### config.mk
export PLATFORM = sky130hd
export DESIGN_NAME = gdc_count_chain_flat
export DESIGN_NICKNAME = d
export VERILOG_FILES = /design/src/common/gdc_pkg.sv /design/src/common/gdc_if.sv /design/src/hdl/gdc_count_chain.sv /design/src/flat_wrapper.sv
export SDC_FILE = /design/constraint.sdc
export NUM_CORES = 1
export LEC_CHECK = 0
export ABC_AREA = 0
export ABC_CLOCK_PERIOD_IN_PS = 3150
export BUFFER_PORTS_ARGS = -buffer_cell sky130_fd_sc_hd__clkbuf_2
export CORE_UTILIZATION = 57
export CTS_CLUSTER_SIZE = 20
export DETAILED_ROUTE_END_ITERATION = 6
export PLACE_DENSITY = 0.75
export SETUP_SLACK_MARGIN = 0.1
export SYNTH_ARGS = -nofsm -noshare
export SYNTH_HDL_FRONTEND = slang
export SYNTH_SLANG_ARGS = --single-unit
### constraint.sdc
create_clock -name clk_sys -period 3.15 [get_ports clk_sys]
set_input_delay 0.4725 -clock clk_sys [delete_from_list [all_inputs] [get_ports clk_sys]]
set_output_delay 0.4725 -clock clk_sys [all_outputs]
set_load 0.005 [all_outputs]
### src/common/gdc_pkg.sv
`default_nettype none
package gdc_pkg;
  // ***********************************************
  // widths and counts
  // ***********************************************
  localparam int GDC_DIGIT_W = 4;
  localparam int GDC_MUX_DIGITS = 8;
  localparam int GDC_SCAN_PULSES = 7;
  localparam int GDC_UPPER_DECADES = 6;
  localparam int GDC_IDX_W = 3;
  localparam logic [GDC_DIGIT_W-1:0] GDC_DIGIT_MAX = 4'h9;
  localparam logic [GDC_DIGIT_W-1:0] GDC_DIGIT_ZERO = 4'h0;
  localparam logic [GDC_IDX_W-1:0] GDC_IDX_FIRST = 3'h0;
  localparam logic [GDC_IDX_W-1:0] GDC_IDX_LAST = 3'h7;
  // ***********************************************
  // timing divider
  // ***********************************************
  localparam int GDC_REF_HZ = 100000;
  localparam int GDC_TICK_HZ = 10;
  localparam int GDC_TICK_DIV = GDC_REF_HZ / GDC_TICK_HZ;
  localparam int GDC_DIV_W = 14;
  localparam logic [GDC_DIV_W-1:0] GDC_HALF_DIV = GDC_DIV_W'(GDC_TICK_DIV / 2 - 1);
  // ***********************************************
  // input selection levels
  // ***********************************************
  localparam logic GDC_SEL_IF_A = 1'b0;
  localparam logic GDC_SEL_IF_B = 1'b1;
  typedef enum logic [2:0] {
    GDC_RD_IDLE = 3'b001,
    GDC_RD_SCAN = 3'b010,
    GDC_RD_DONE = 3'b100
  } gdc_rd_e;
endpackage : gdc_pkg
`default_nettype wire

### src/common/gdc_if.sv
`default_nettype none
interface gdc_if;
  logic if_sel;
  logic count_rst;
  logic latch_load;
  logic scan_clk;
  logic [3:0] mux_digit;
  logic [3:0] first_digit;
  logic first_carry;
  logic tick;
  modport device (input if_sel, count_rst, latch_load, scan_clk,
                  output mux_digit, first_digit, first_carry, tick);
  modport host (output if_sel, count_rst, latch_load, scan_clk,
                input mux_digit, first_digit, first_carry, tick);
endinterface : gdc_if
`default_nettype wire

### src/hdl/gdc_count_chain.sv
`default_nettype none
// Notes on behaviour
// - exactly one of two inputs, host-selected
// - count only while gate open, BCD out
// - first feeds second feeds third decade
// - six-decade stage clocked by third's digits
// - first digit valid after settling; carry visible
// - host reads eight decades multiplexed after count
// - multiplexer at second decade digit after reset
// - latch-load strobe captures current digit
// - seven scan pulses step remaining digits
// - first decade digit read directly
// - common reset clears all stages except the tick divider
// - reference divided by ten thousand
// - tick delivered to port adapter
module gdc_count_chain
  import gdc_pkg::*;
#(
  parameter int TICK_DIV = gdc_pkg::GDC_TICK_DIV
) (
  input wire logic clk_sys, // system clock
  input wire logic rst, // sync reset
  input wire logic if_a, // first IF pulse input (pin)
  input wire logic if_b, // second IF pulse input (pin)
  input wire logic gate, // measurement gate (pin)
  input wire logic ref_in, // reference clock input (pin)
  gdc_if.device port // parallel_port_adapter side
);
  import gdc_pkg::*;
  // ***********************************************
  // pin synchronisers
  // ***********************************************
  localparam int NPIN = 4;
  logic [NPIN-1:0] s1_q;
  logic [NPIN-1:0] s2_q;
  logic [NPIN-1:0] s3_q;
  always_ff @(posedge clk_sys) begin
    s1_q <= {if_a, if_b, gate, ref_in};
    s2_q <= s1_q;
    s3_q <= s2_q;
  end
  wire if_a_s = s2_q[3];
  wire if_b_s = s2_q[2];
  wire gate_s = s2_q[1];
  wire ref_rise = s2_q[0] & ~s3_q[0];
  wire [1:0] if_pair = {if_a_s, if_b_s};
  wire [1:0] if_prev = {s3_q[3], s3_q[2]};
  // ***********************************************
  // host strobes: same clock, so no synchroniser
  // ***********************************************
  logic scan_p_q;
  logic load_p_q;
  always_ff @(posedge clk_sys) begin
    if (rst) begin
      scan_p_q <= 1'b0;
      load_p_q <= 1'b0;
    end else begin
      scan_p_q <= port.scan_clk;
      load_p_q <= port.latch_load;
    end
  end
  wire scan_rise = port.scan_clk & ~scan_p_q;
  wire load_rise = port.latch_load & ~load_p_q;
  // ***********************************************
  // input select and gating
  // ***********************************************
  wire rise_a = if_pair[1] & ~if_prev[1];
  wire rise_b = if_pair[0] & ~if_prev[0];
  wire sel_is_b = (port.if_sel == GDC_SEL_IF_B);
  wire sel_pulse = sel_is_b ? rise_b : rise_a;
  wire rst_all = rst | port.count_rst;
  wire cnt_en = sel_pulse & gate_s;
  // ***********************************************
  // decade cascade
  // ***********************************************
  // first decade plus the eight multiplexed ones: second, third and six upper
  localparam int NDEC = 1 + GDC_MUX_DIGITS;
  logic [GDC_DIGIT_W-1:0] dig_q [NDEC];
  logic [NDEC:0] carry;
  assign carry[0] = cnt_en;
  genvar g;
  generate
    for (g = 0; g < NDEC; g++) begin : g_dec
      wire at_max = (dig_q[g] == GDC_DIGIT_MAX);
      wire [GDC_DIGIT_W-1:0] dig_nxt = at_max ? GDC_DIGIT_ZERO : dig_q[g] + 4'h1;
      assign carry[g+1] = carry[g] & at_max;
      always_ff @(posedge clk_sys) begin
        if (rst_all) begin
          dig_q[g] <= GDC_DIGIT_ZERO;
        end else if (carry[g]) begin
          dig_q[g] <= dig_nxt;
        end
      end
    end
  endgenerate
  // ***********************************************
  // first decade direct and carry
  // ***********************************************
  logic [GDC_DIGIT_W-1:0] first_q;
  logic carry_q;
  wire first_at_max = (dig_q[0] == GDC_DIGIT_MAX);
  always_ff @(posedge clk_sys) begin
    if (rst_all) begin
      first_q <= GDC_DIGIT_ZERO;
      carry_q <= 1'b0;
    end else begin
      carry_q <= first_at_max;
      // digit only follows once gate closed, so host never sees it mid-count
      if (!gate_s) begin
        first_q <= dig_q[0];
      end
    end
  end
  assign port.first_digit = first_q;
  assign port.first_carry = carry_q;
  // ***********************************************
  // digit multiplexer: decades two to nine
  // ***********************************************
  logic [GDC_IDX_W-1:0] idx_q;
  logic [GDC_IDX_W-1:0] idx_d;
  gdc_rd_e rd_q;
  gdc_rd_e rd_d;
  logic [GDC_DIGIT_W-1:0] latch_q;
  logic [GDC_DIGIT_W-1:0] latch_d;
  localparam int MUX_W = GDC_IDX_W + 1;
  // index k shows decade k+1; the first decade never enters the mux
  wire [MUX_W-1:0] mux_idx = {1'b0, idx_q} + MUX_W'(1);
  wire [GDC_DIGIT_W-1:0] mux_sel = dig_q[mux_idx];
  wire [GDC_IDX_W-1:0] idx_next = idx_q + 3'h1;
  wire idx_at_last = (idx_next == GDC_IDX_LAST);
  always_comb begin
    idx_d = idx_q;
    rd_d = rd_q;
    latch_d = latch_q;
    if (load_rise) begin
      latch_d = mux_sel;
    end
    case (rd_q)
      GDC_RD_IDLE: begin
        if (scan_rise) begin
          idx_d = idx_next;
          rd_d = GDC_RD_SCAN;
        end
      end
      GDC_RD_SCAN: begin
        if (scan_rise) begin
          idx_d = idx_next;
          if (idx_at_last) begin
            rd_d = GDC_RD_DONE;
          end
        end
      end
      GDC_RD_DONE: begin
        idx_d = idx_q;
      end
      default: begin
        rd_d = GDC_RD_IDLE;
      end
    endcase
  end
  always_ff @(posedge clk_sys) begin
    if (rst_all) begin
      idx_q <= GDC_IDX_FIRST;
      rd_q <= GDC_RD_IDLE;
      latch_q <= GDC_DIGIT_ZERO;
    end else begin
      idx_q <= idx_d;
      rd_q <= rd_d;
      latch_q <= latch_d;
    end
  end
  assign port.mux_digit = latch_q;
  // ***********************************************
  // tick divider: square wave at ref / TICK_DIV
  // ***********************************************
  logic [GDC_DIV_W-1:0] div_q;
  logic [GDC_DIV_W-1:0] div_d;
  logic tick_q;
  logic tick_d;
  // a period is two halves, so an odd divisor rounds down
  wire [GDC_DIV_W-1:0] half_div = GDC_DIV_W'(TICK_DIV / 2 - 1);
  wire div_wrap = (div_q == half_div);
  always_comb begin
    div_d = div_q;
    tick_d = tick_q;
    if (ref_rise) begin
      if (div_wrap) begin
        div_d = '0;
        tick_d = ~tick_q;
      end else begin
        div_d = div_q + GDC_DIV_W'(1);
      end
    end
  end
  always_ff @(posedge clk_sys) begin
    if (rst) begin
      div_q <= '0;
      tick_q <= 1'b0;
    end else begin
      div_q <= div_d;
      tick_q <= tick_d;
    end
  end
  assign port.tick = tick_q;
endmodule : gdc_count_chain
`default_nettype wire

### src/flat_wrapper.sv
// flat-port wrapper written by rule: the top's interface ports become plain ports
module gdc_count_chain_flat import gdc_pkg::*;
#(
  parameter int TICK_DIV = gdc_pkg::GDC_TICK_DIV
)
  (clk_sys, rst, if_a, if_b, gate, ref_in, port_if_sel, port_count_rst, port_latch_load, port_scan_clk, port_mux_digit, port_first_digit, port_first_carry, port_tick);
  gdc_if port_i ();
  input wire logic clk_sys;
  input wire logic rst;
  input wire logic if_a;
  input wire logic if_b;
  input wire logic gate;
  input wire logic ref_in;
  input wire logic [$bits(port_i.if_sel)-1:0] port_if_sel;
  input wire logic [$bits(port_i.count_rst)-1:0] port_count_rst;
  input wire logic [$bits(port_i.latch_load)-1:0] port_latch_load;
  input wire logic [$bits(port_i.scan_clk)-1:0] port_scan_clk;
  output wire logic [$bits(port_i.mux_digit)-1:0] port_mux_digit;
  output wire logic [$bits(port_i.first_digit)-1:0] port_first_digit;
  output wire logic [$bits(port_i.first_carry)-1:0] port_first_carry;
  output wire logic [$bits(port_i.tick)-1:0] port_tick;
  assign port_i.if_sel = port_if_sel;
  assign port_i.count_rst = port_count_rst;
  assign port_i.latch_load = port_latch_load;
  assign port_i.scan_clk = port_scan_clk;
  assign port_mux_digit = port_i.mux_digit;
  assign port_first_digit = port_i.first_digit;
  assign port_first_carry = port_i.first_carry;
  assign port_tick = port_i.tick;
  gdc_count_chain #(.TICK_DIV(TICK_DIV)) u_core (.clk_sys(clk_sys), .rst(rst), .if_a(if_a), .if_b(if_b), .gate(gate), .ref_in(ref_in), .port(port_i));
endmodule
==> summary.md, run 1 <==
| Metric | Value |
|---|---|
| First-pass GRT wire length | between 10 and 15 mm |
| H-tree Lvls | 3 |
| Netlist cell types | 50 |
| Initial antenna violation count | 0 |
| Layout cells sized above 1 | between 10% and 20% |
| Worst R2R Setup Slack | 750 ps |
| Final core utilization | 64.4% |
| # port buffers | 19 |
| Filler Cell Count | 550 |
| Starting density of the core | about three fifths |
| Hold Path End | u_core.s1_q[0]$_DFF_P_ |
| CP max-delay cell | o31ai_1 |
| Largest net degree at the start of global routing | 19 |
| Vias in the first global route | 2697 |
| Slew headroom | approximately half |
| Leak pwr | about 1.7 nW |
| Total design power | about 0.0021 W |
| RSZ-0062 raised after global routing | no |
| Core Region | 6760 um2 |
| Worst-Skew Late Latency | ~350 ps |
| CP startpoint kind | register |
| Post-route cell area | roughly 4300 um2 |
| Syn Nets | approximately 400 |
| R2r startpoint | u_core.dig_q[2][1]$_SDFFCE_PP0P_ |
| Post-CTS Hold Buffers | 0 |
| Slowest stage delay, CP | between 500 and 600 ps |
| Critical path launch point | u_core.dig_q[2][1]$_SDFFCE_PP0P_ |
| Met2 WL | between 3 and 4 mm |
| Highest metal layer with signal wires | met4 |
| Sequential element share of the synthesized area | 48.8% |
| Grt ovf | 0 |
| Pwr Density | slightly below 500 nW/um2 |
| Commonest non-fill, non-tap cell in the layout | nor2_1 |
| Area Overhead vs Synth | 9.34% |
| Setup TNS | 0 ps |
| Die Wd | 85.5 um |
| WS Path Type | register to register |
| Run status | complete, no violations |
| EDFF count, synth | 36 |
| Placed Area | ~4100 um2 |
| # rows | 30 |
| Clock sink count | just under 80 |
| Hold crit path type | input pin to register |
| CTS tree | done |
| Clock Skew | around 11 ps |
| Routability cong. | ~0.84 |
| Multi-input gate area | 1930 um2 |
| Final setup margin | 748 ps |
| Pre-antenna DRT Iters | 5 |
| Post-DP HPWL | 5.57 mm |
| Tcrit/Tclk final | between 70 and 80% |
| Clock Tree Root | clkbuf_8 |
| Peak Freq | approximately 0.42 GHz |
| Final setup viols | 0 |
| CP delay by family, top | simple AND/OR/NAND/NOR gates |
| Area of the mapped netlist | 3980 um2 |
| Req. time, crit path | around 3100 ps |
| Number of synthesized register bits | 79 |
| Reg area | a little under 2000 um2 |
| Hold path cells | 1 |
| Final ANT Viol Nets | 0 |
| WP data arrival | ~2400 ps |
| Max_cap viols | 0 |
| Post-cts sizing count | 0 |
| Final Hold Vio Count | 0 |
| WL met1 | 3.45 mm |
| Mapped Cells | 373 |
| Setup WS pre-CTS | approximately 730 ps |
| R2R Path End | u_core.dig_q[8][1]$_SDFFCE_PP0P_ |
| Hold path startpoint | ref_in |
| Slew Viols, Final | 0 |
| Min cycle time layout | roughly 2400 ps |
| First DRT Iteration DRCs | 130 |
| Yosys warning total | 0 |
| Avg WL per Cell | roughly 16 um |
| Most frequent cells in the layout | nor2_1 (45), dfxtp_1 (43), edfxtp_1 (36), nand2_1 (22), ha_1 (21) |
| Async set-or-reset flop fraction in the synthesized netlist | 0% |
| Peak VDD IR | around 0.3 mV |
| Crit path cell chain | inv_1 -> ha_1 -> nand3b_1 -> nor4_4 -> nand2_2 -> o31ai_1 |
| Post-CTS setup buffers | 0 |
| Predominant post-synthesis flop cell | dfxtp_1 |
| Num ports | 20 |
| CP Capture Type | register |
| Inserted Diodes | 0 |
| FF-to-FF path depth | 6 |
| GRT Util Overall | 22.1% |
| Die height | around 86 um |
| Worst path bufs/invs | 1 |
| Syn Area/Cell | approximately 11 um2 |
| CTS Buf Count | 9 |
| Largest buffer count on any clock path | 2 |
| DRC | 0 |
| Slew @ Worst Pin | approximately 700 ps |
| Clock Pin Slew Worst Setup and Hold Paths | 90 ps |
| Metal3 WL | a little over 300 um |
| Vias per inst | 5.93 |
| Die area | around 7300 um2 |
| Final #Nets | around 420 |
| Routed via count | 2836 |
| Post-Route WL | 7.46 mm |
| CP max FO | 7 |
worst max-delay path by stage:
stage / end / slack, ps / depth (start not counted)
after floorplan: u_core.port.mux_digit[0]$_SDFFE_PP0P_ / 910 / 9
after global placement: u_core.dig_q[8][0]$_SDFFCE_PP0P_ / 780 / 5
after detailed placement: u_core.dig_q[8][1]$_SDFFCE_PP0P_ / 730 / 5
after CTS: u_core.dig_q[8][1]$_SDFFCE_PP0P_ / 730 / 6
after global routing: u_core.dig_q[8][3]$_SDFFCE_PP0P_ / 550 / 6
final: u_core.dig_q[8][1]$_SDFFCE_PP0P_ / 750 / 6
flip-flops by register name, indices dropped and copies added (netlist names):
signal and cells:
u_core.idx_q 3, u_core.s2_q 4, u_core.port.first_carry 1, u_core.s1_q 4, u_core.scan_p_q 1, u_core.s3_q 3, u_core.port.mux_digit 4, u_core.rd_q 3
u_core.div_q 14, u_core.load_p_q 1, u_core.port.first_digit 4, u_core.dig_q 36, u_core.port.tick 1
area by class of cell:
type                            count  area share [%]
Clock buffer                       10            2.93
Clock inverter                      6            2.16
Inverter                           13            1.12
Multi-Input combinational cell    270            44.5
Sequential cell                    79            44.6
Tap cell                           80            2.30
Timing Repair Buffer               20            2.36
through the flow:
stage | cells | hold WS (ps)
detailed placement | 462 | 313
floorplan | 373 | 310
finish | 478 | 218
global route | 478 | 199
CTS | 478 | 199
global placement | 462 | 310
Yosys cell counts (all sizes together), types with 2 or more instances:
library cell | instances | area (um2)
nor3b | 4 | 30.0
and4b | 2 | 20.0
nand3b | 11 | 95.1
nand2b | 5 | 31.3
edfxtp | 36 | 1080
buf | 5 | 30.0
or2 | 4 | 25.0
nor4b | 2 | 17.5
nand3 | 21 | 115
ha | 21 | 263
dfxtp | 43 | 861
nor2 | 45 | 169
xor2 | 19 | 166
clkbuf | 6 | 22.5
o2111ai | 6 | 52.6
nand2 | 23 | 88.8
and2 | 2 | 12.5
o21ai | 12 | 60.1
nor3 | 12 | 65.1
or3b | 2 | 17.5
mux2i | 11 | 110
a21oi | 6 | 30.0
or3 | 5 | 31.3
inv | 13 | 48.8
xnor2 | 15 | 131
mux4 | 4 | 90.1
nor2b | 3 | 18.8
and4 | 2 | 17.5
nand4 | 8 | 50.1
nor4 | 11 | 103
a22oi | 4 | 30.0
kinds of logic (layout without fill, tap and decap cells):
kind of cell             count (synthesis)  after routing  share of synthesized area (%)
XOR/XNOR                                34             34                           7.49
flip-flops                              79             79                           48.8
AND/OR/NAND/NOR                        164            164                           23.2
buffers and inverters                   24             49                           2.55
AO/OA/AOI/OAI                           35             35                           6.04
multiplexers                            16             16                           5.32
adder cells (fa/ha/maj)                 21             21                           6.61
metal layers:
layer / vias up / GRT usage, %
met5: - / 0
met4: 0 / 9.09
met3: 12 / 5.39
met1: 1363 / 27.6
met2: 77 / 36.7
li1: 1384 / -
worst register-to-register path, cell delays in order (launching register included):
cell and delay, ps:
edfxtp_1 420, inv_1 110, ha_1 200, nand3b_1 190
nor4_4 390, nand2_2 180, o31ai_1 560
report_power, final:
part	switching (W)	leakage, nW	internal (W)
sequential	0.0000405	0.753	0.00110
clock	0.000375	0.107	0.000452
combinational	0.0000627	0.796	0.0000538
total	0.000479	1.66	0.00161
(Power assumes the default switching activity.)
==> run 2: changes to the inputs <==
--- a/config.mk
+++ b/config.mk
@@ -5,13 +5,13 @@
 export SDC_FILE = /design/constraint.sdc
 export NUM_CORES = 1
 export LEC_CHECK = 0
-export ABC_AREA = 0
-export ABC_CLOCK_PERIOD_IN_PS = 3150
+export ABC_AREA = 1
+export ABC_CLOCK_PERIOD_IN_PS = 2000
 export BUFFER_PORTS_ARGS = -buffer_cell sky130_fd_sc_hd__clkbuf_2
-export CORE_UTILIZATION = 57
+export CORE_UTILIZATION = 55
 export CTS_CLUSTER_SIZE = 20
 export DETAILED_ROUTE_END_ITERATION = 6
-export PLACE_DENSITY = 0.75
+export PLACE_DENSITY = 0.76
 export SETUP_SLACK_MARGIN = 0.1
 export SYNTH_ARGS = -nofsm -noshare
 export SYNTH_HDL_FRONTEND = slang
==> constraint.sdc (replaced) <==
create_clock -name clk_sys -period 2 [get_ports clk_sys]
set_input_delay 0.3 -clock clk_sys [delete_from_list [all_inputs] [get_ports clk_sys]]
set_output_delay 0.3 -clock clk_sys [all_outputs]
set_load 0.005 [all_outputs]
==> run 2 against run 1 <==
Net effect: via count grew 11%; first-iteration DRC count grew 47%; clock skew grew 1.7 ps; sequential cell count is the same; setup slack lost 650 ps; global-route usage grew 0.48 points; cell count grew 25%; largest cell class unchanged.
==> summary.md, run 2 <==
| Metric | Value |
|---|---|
| Run status | complete, no violations |
| Worst path bufs/invs | 1 |
| Slew headroom | 57.3% |
| Max FFs per register | 36 |
| Synth Area in Compound Gates | between 10% and 20% |
| Slowest stage delay, CP | ~420 ps |
| CP Capture Type | register |
| Sequential element share of the synthesized area | 48.6% |
| Grt ovf | 0 |
| Req. time, crit path | around 2100 ps |
| Pwr Density | approximately 710 nW/um2 |
| GRT Util Overall | between 20 and 25% |
| Adder-Cell Fraction of Synth Area | 6.58% |
| EDFF count, synth | 36 |
| Predominant post-synthesis flop cell | dfxtp_1 |
| Mux share of post-synthesis cell area | 0% |
| CP max FO | 4 |
| Largest buffer count on any clock path | 2 |
| Routability cong. | approximately 0.83 |
| Starting density of the core | between 50 and 60% |
| Top-area cell type share of the netlist area | a little over a quarter |
| Slew @ Worst Pin | roughly 640 ps |
| Async set-or-reset flop fraction in the synthesized netlist | 0% |
| Final Hold Vio Count | 0 |
| Core Region | slightly below 7000 um2 |
| Final setup margin | ~94 ps |
| Peak VDD IR | between 0.5 and 0.6 mV |
| Synth cell count leaders | nor2_1 (70), inv_1 (55), nand2_1 (50), dfxtp_1 (43), edfxtp_1 (36) |
| Worst R2R Setup Slack | 90 ps |
| Hold crit path type | input pin to register |
| Netlist cell types | 37 |
| Final hold slack | approximately 41 ps |
| Area Overhead vs Synth | 15.4% |
| Clock sink count | between 70 and 80 |
| Count leader, synth | nor2_1 |
| Post-Route WL | around 8 mm |
| Setup WS pre-CTS | roughly 23 ps |
| Commonest non-fill, non-tap cell in the layout | nor2_1 |
| Pre-antenna DRT Iters | 5 |
| Biggest regs | u_core.dig_q: 36 flops, u_core.div_q: 14 flops |
| Min cycle time layout | 1910 ps |
| First DRT Iteration DRCs | around 190 |
| Filler Cell Count | between 500 and 600 |
| Simple-gate area share of the yosys netlist | between 20% and 30% |
| Layout cells sized above 1 | 17.2% |
| Initial antenna violation count | 0 |
| Mapped Cells | 453 |
| Synth area leader | edfxtp_1 |
| GR Layer Usage met2 | 36.9% |
| Yosys warning total | 0 |
| RSZ-0062 raised after global routing | yes |
| Final setup viols | 0 |
| Post-CTS Hold Buffers | 0 |
| Clock Tree Root | clkbuf_8 |
| H-tree Lvls | 3 |
| DRC | 0 |
| Clock Pin Slew Worst Setup and Hold Paths | approximately 80 ps |
| CTS tree | done |
| Synth Area in XOR/XNOR | approximately 5% |
| Vias in the first global route | approximately 2900 |
| Max_cap viols | 0 |
| Worst-Skew Late Latency | ~360 ps |
| Area of the mapped netlist | 3990 um2 |
| CP max-delay cell | edfxtp_1 |
| Num ports | 20 |
| Vias per inst | between 5 and 6 |
| Synth area leaders | edfxtp_1 (27%), dfxtp_1 (22%), ha_1 (6.6%) |
| CP delay by family, top | simple AND/OR/NAND/NOR gates |
| Avg WL per Cell | ~13 um |
| Routed via count | ~3200 |
| Die Wd | 87.2 um |
| # port buffers | 19 |
| WS Path Type | register to register |
| Largest Register | u_core.dig_q |
| Crit path cell chain | inv_2 -> ha_1 -> nand2_1 -> nor2_4 -> nand4_4 -> nor2_4 -> nand3_4 -> nor2_4 -> nand2_2 -> nand2_4 |
| Final ANT Viol Nets | 0 |
| GRT met3 Usage | approximately 4% |
| Peak Freq | about 0.52 GHz |
| Die height | between 80 and 90 um |
| CP startpoint kind | register |
| Global route hottest layer | met2 |
| Clock Skew | approximately 13 ps |
| Most common cell on crit path | nor2_4 |
| Post-DP HPWL | between 5 and 6 mm |
| First-pass GRT wire length | between 10 and 15 mm |
| CTS Buf Count | 9 |
| # rows | 30 |
| Largest family of logic cells by synthesized area | simple AND/OR/NAND/NOR gates |
| Number of synthesized register bits | around 80 |
| Final #Nets | ~530 |
| Met1 usage | 29.2% |
| Largest net degree at the start of global routing | 21 |
| Setup TNS | 0 ps |
| Slew Viols, Final | 0 |
| WP data arrival | 1980 ps |
| Syn Nets | about 480 |
| Die area | between 7000 and 8000 um2 |
| Inserted Diodes | 0 |
| Tcrit/Tclk final | a little over nine tenths |
| Most frequent cells in the layout | nor2_1 (65), inv_1 (53), nand2_1 (47), dfxtp_1 (43), edfxtp_1 (36) |
| Leak pwr | ~1.9 nW |
| Syn Area/Cell | just under 9 um2 |
-- run 2: cell count changes in the layout (fill, tap and decap cells not counted), moves of 11 or more --
cell     previous run  this run
o21ai_0            12        31
buf_4               1        19
mux2i_1            11         0
inv_1              13        53
a21oi_1             6        30
nand3_1            19        31
nor2_1             45        65
nand2_1            22        47
-- run 2: worst paths after layout --
kind	start	cells past startpoint	end
max	u_core.dig_q[1][1]$_SDFFCE_PP0P_	10	u_core.dig_q[7][3]$_SDFFCE_PP0P_
min	if_b	1	u_core.s1_q[2]$_DFF_P_
max reg2reg	u_core.dig_q[1][1]$_SDFFCE_PP0P_	10	u_core.dig_q[7][3]$_SDFFCE_PP0P_
min reg2reg	u_core.s1_q[1]$_DFF_P_	0	u_core.s2_q[1]$_DFF_P_
-- run 2: kinds of logic after synthesis --
family,after synthesis
flops,79
simple gates,193
buf+inv,62
compound gates,76
xor+xnor,22
fa+ha+maj,21
-- run 2: worst register-to-register path: cells and delay by family, from the launching register on --
kind                     cells  cell delay (ps)
adder cells (fa/ha/maj)      1              130
AND/OR/NAND/NOR              8             1000
flip-flops                   1              420
buffers and inverters        1               80
-- run 2: layer usage --
layer / share of wire, % / vias to the layer above
met5: 0 / -
met2: 47 / 64
met3: 3.6 / 11
li1: - / 1604
met1: 48 / 1474
met4: 1.6 / 0
-- run 2: what timing repair did --
action	4_1_cts	5_1_grt
endpoints found under the hold margin	0	0
gates resized for setup	8	13
pin swaps	6	12
setup buffers	4	4
setup endpoints to repair	12	24
-- run 2: final cells by class --
| type | count | area (um2) | area share, % |
|---|---|---|---|
| timing repair buffer | 39 | 249 | 5.40 |
| clock inverter | 6 | 68.8 | 1.49 |
| multi-input combinational | 312 | 1890 | 41.1 |
| tap | 96 | 120 | 2.61 |
| inverter | 55 | 206 | 4.48 |
| sequential | 79 | 1940 | 42.2 |
| clock buffer | 10 | 128 | 2.77 |
-- run 2: report_power, final --
| part | internal [W] | total (W) | leakage (nW) | switching, W |
|---|---|---|---|---|
| Clock | 0.000587 | 0.00120 | 0.102 | 0.000610 |
| Sequential | 0.00175 | 0.00180 | 0.754 | 0.0000556 |
| Combinational | 0.000107 | 0.000276 | 1.02 | 0.000169 |
-- run 2: through the flow --
stage / util, % / area (um2) / std cells / total power, W
after global routing: 66.7 / 4610 / 597 / 0.00340
after CTS: 65.6 / 4530 / 593 / 0.00328
final: 66.7 / 4610 / 597 / 0.00327
after floorplan: - / 3990 / 453 / 0.00200
after detailed placement: 61.8 / 4270 / 573 / 0.00210
after global placement: 61.8 / 4270 / 573 / 0.00209
==> run 3: changes to the inputs <==
--- a/config.mk
+++ b/config.mk
@@ -8,6 +8,7 @@
 export ABC_AREA = 1
 export ABC_CLOCK_PERIOD_IN_PS = 2000
 export BUFFER_PORTS_ARGS = -buffer_cell sky130_fd_sc_hd__clkbuf_2
+export CORE_MARGIN = 2
 export CORE_UTILIZATION = 55
 export CTS_CLUSTER_SIZE = 20
 export DETAILED_ROUTE_END_ITERATION = 6
==> run 3 against run 2 <==
Net effect: first-iteration DRC count grew 26%; largest cell class unchanged; highest routed layer unchanged; via count is 0.19% lower; register-to-register slack about the same; utilization is 2.0 points lower; worst hold slack lost 3.0 ps; critical path type unchanged; critical endpoint is now u_core.dig_q[8][1]$_SDFFCE_PP0P_; wire length is 2.3% higher.
==> summary.md, run 3 (synthesis results as in run 2) <==
| Metric | Value |
|---|---|
| WS Path Type | register to register |
| # rows | 31 |
| Routed via count | ~3100 |
| Filler Cell Count | about 580 |
| Die area | 7960 um2 |
| First-pass GRT wire length | around 14 mm |
| Die height | between 80 and 90 um |
| Final ANT Viol Nets | 0 |
| Worst path bufs/invs | 1 |
| Slew Viols, Final | 0 |
| CP max FO | 4 |
| Post-CTS Hold Buffers | 0 |
| Inserted Diodes | 0 |
| Starting density of the core | between 50% and 60% |
| Avg WL per Cell | approximately 14 um |
| Placed Area | 4290 um2 |
| Final setup viols | 0 |
| Multi-input gate area | between 1500 and 2000 um2 |
| FF-to-FF path depth | 10 |
| Reg area | between 1500 and 2000 um2 |
| Area Overhead vs Synth | 15.6% |
| Worst-Skew Late Latency | roughly 360 ps |
| Layout cells sized above 1 | between 10% and 20% |
| Crit path cell chain | inv_2 -> ha_4 -> nand2_2 -> nor2_4 -> nand4_4 -> nor2_4 -> nand3_4 -> nor2_4 -> nand3_2 -> nand2_4 |
| Biggest regs | u_core.dig_q: 36 flops, u_core.div_q: 14 flops |
| Worst R2R Setup Slack | 110 ps |
| Run status | complete, no violations |
| DRC | 0 |
| Max FFs per register | 36 |
| H-tree Lvls | 3 |
| Setup TNS | 0 ps |
| Vias in the first global route | around 3100 |
| Grt ovf | 0 |
| Total design power | about 0.0032 W |
| Pwr Density | 695 nW/um2 |
| Post-DP HPWL | 5.86 mm |
| CP delay by family, top | simple AND/OR/NAND/NOR gates |
| Commonest non-fill, non-tap cell in the layout | nor2_1 |
| Slew @ Worst Pin | about 540 ps |
| R2R Path End | u_core.dig_q[8][1]$_SDFFCE_PP0P_ |
| Vias per inst | 5.25 |
| Initial antenna violation count | 0 |
| R2r startpoint | u_core.dig_q[1][1]$_SDFFCE_PP0P_ |
| Clock Pin Slew Worst Setup and Hold Paths | approximately 90 ps |
| Most common cell on crit path | nor2_4 |
| Die Wd | 89.2 um |
| Max_cap viols | 0 |
| RSZ-0062 raised after global routing | yes |
| Req. time, crit path | ~2100 ps |
| CTS tree | done |
| CP startpoint kind | register |
| Largest buffer count on any clock path | 2 |
| Final setup margin | about 110 ps |
| Clock Tree Root | clkbuf_8 |
| Post-route cell area | about 4600 um2 |
| Num ports | 20 |
| Largest Register | u_core.dig_q |
| Pre-antenna DRT Iters | 5 |
| CP Capture Type | register |
| Hold crit path type | input pin to register |
| Min cycle time layout | approximately 1900 ps |
| Most frequent cells in the layout | nor2_1 (64), inv_1 (52), nand2_1 (46), dfxtp_1 (43), edfxtp_1 (36) |
| Setup WS pre-CTS | between 20 and 25 ps |
| WP data arrival | around 2000 ps |
| Core Region | slightly above 7000 um2 |
| Leak pwr | ~1.9 nW |
| Clock Skew | approximately 10 ps |
| Final Hold Vio Count | 0 |
| GRT Util Overall | about 22% |
| Tcrit/Tclk final | a little over nine tenths |
| CTS Buf Count | 9 |
| Routability cong. | 0.907 |
| Slowest stage delay, CP | between 400 and 500 ps |
| Hold path startpoint | ref_in |
| Peak Freq | between 0.5 and 0.6 GHz |
| Final #Nets | around 530 |
| First DRT Iteration DRCs | between 200 and 250 |
| # port buffers | 19 |
| Peak VDD IR | 0.403 mV |
| Slew headroom | a little over three fifths |
| Hold path cells | 1 |
| CP max-delay cell | edfxtp_1 |
| Clock sink count | 79 |
| Hold Path End | u_core.s1_q[0]$_DFF_P_ |
| Post-Route WL | 8.11 mm |
| Largest net degree at the start of global routing | 22 |
[run 3: final cells by class]
class	instances	area share [%]
Clock buffer	9	2.68
Clock inverter	7	1.33
Multi-Input combinational cell	312	41.1
Inverter	55	4.47
Sequential cell	79	42.1
Tap cell	99	2.68
Timing Repair Buffer	39	5.66
[run 3: timing repair]
item                       4_1_cts  5_1_grt
hold endpoints to repair         0        0
setup endpoints to repair       13       36
gates resized for setup          8       16
pin swaps                        5        6
buffers inserted                 4        4
[run 3: per-layer routing]
layer	GRT usage, %	part of all wire (%)	up-vias
met5	0	0	-
met4	10.9	2.1	0
met3	5.36	4.1	21
met2	36.4	49	81
met1	28.2	44	1447
li1	-	-	1598
[run 3: report_power, final]
group | switching (W) | internal (W)
Sequential | 0.0000554 | 0.00175
Clock | 0.000650 | 0.000480
Combinational | 0.000171 | 0.000110
[run 3: metrics by stage]
step	cells	utilization, %	hold WS [ps]
after global placement	576	60.1	312
after floorplan	453	-	310
after CTS	596	63.5	16.3
after detailed placement	576	60.1	313
final	600	64.7	38.3
after global routing	600	64.7	23.7
[run 3: worst max-delay path by stage]
| stage | cells after the start | slack (ps) | to | start |
|---|---|---|---|---|
| 2_1_floorplan | 10 | 170 | u_core.dig_q[8][0]$_SDFFCE_PP0P_ | u_core.dig_q[0][1]$_SDFFCE_PP0P_ |
| 4_1_cts | 10 | 110 | u_core.dig_q[8][0]$_SDFFCE_PP0P_ | u_core.dig_q[1][1]$_SDFFCE_PP0P_ |
| 5_1_grt | 11 | 3 | u_core.dig_q[6][0]$_SDFFCE_PP0P_ | u_core.dig_q[1][1]$_SDFFCE_PP0P_ |
| 3_5_place_dp | 10 | 20 | u_core.dig_q[8][0]$_SDFFCE_PP0P_ | u_core.dig_q[1][1]$_SDFFCE_PP0P_ |
| 3_3_place_gp | 10 | 100 | u_core.dig_q[8][2]$_SDFFCE_PP0P_ | u_core.dig_q[1][1]$_SDFFCE_PP0P_ |
| 6_report | 10 | 110 | u_core.dig_q[8][1]$_SDFFCE_PP0P_ | u_core.dig_q[1][1]$_SDFFCE_PP0P_ |
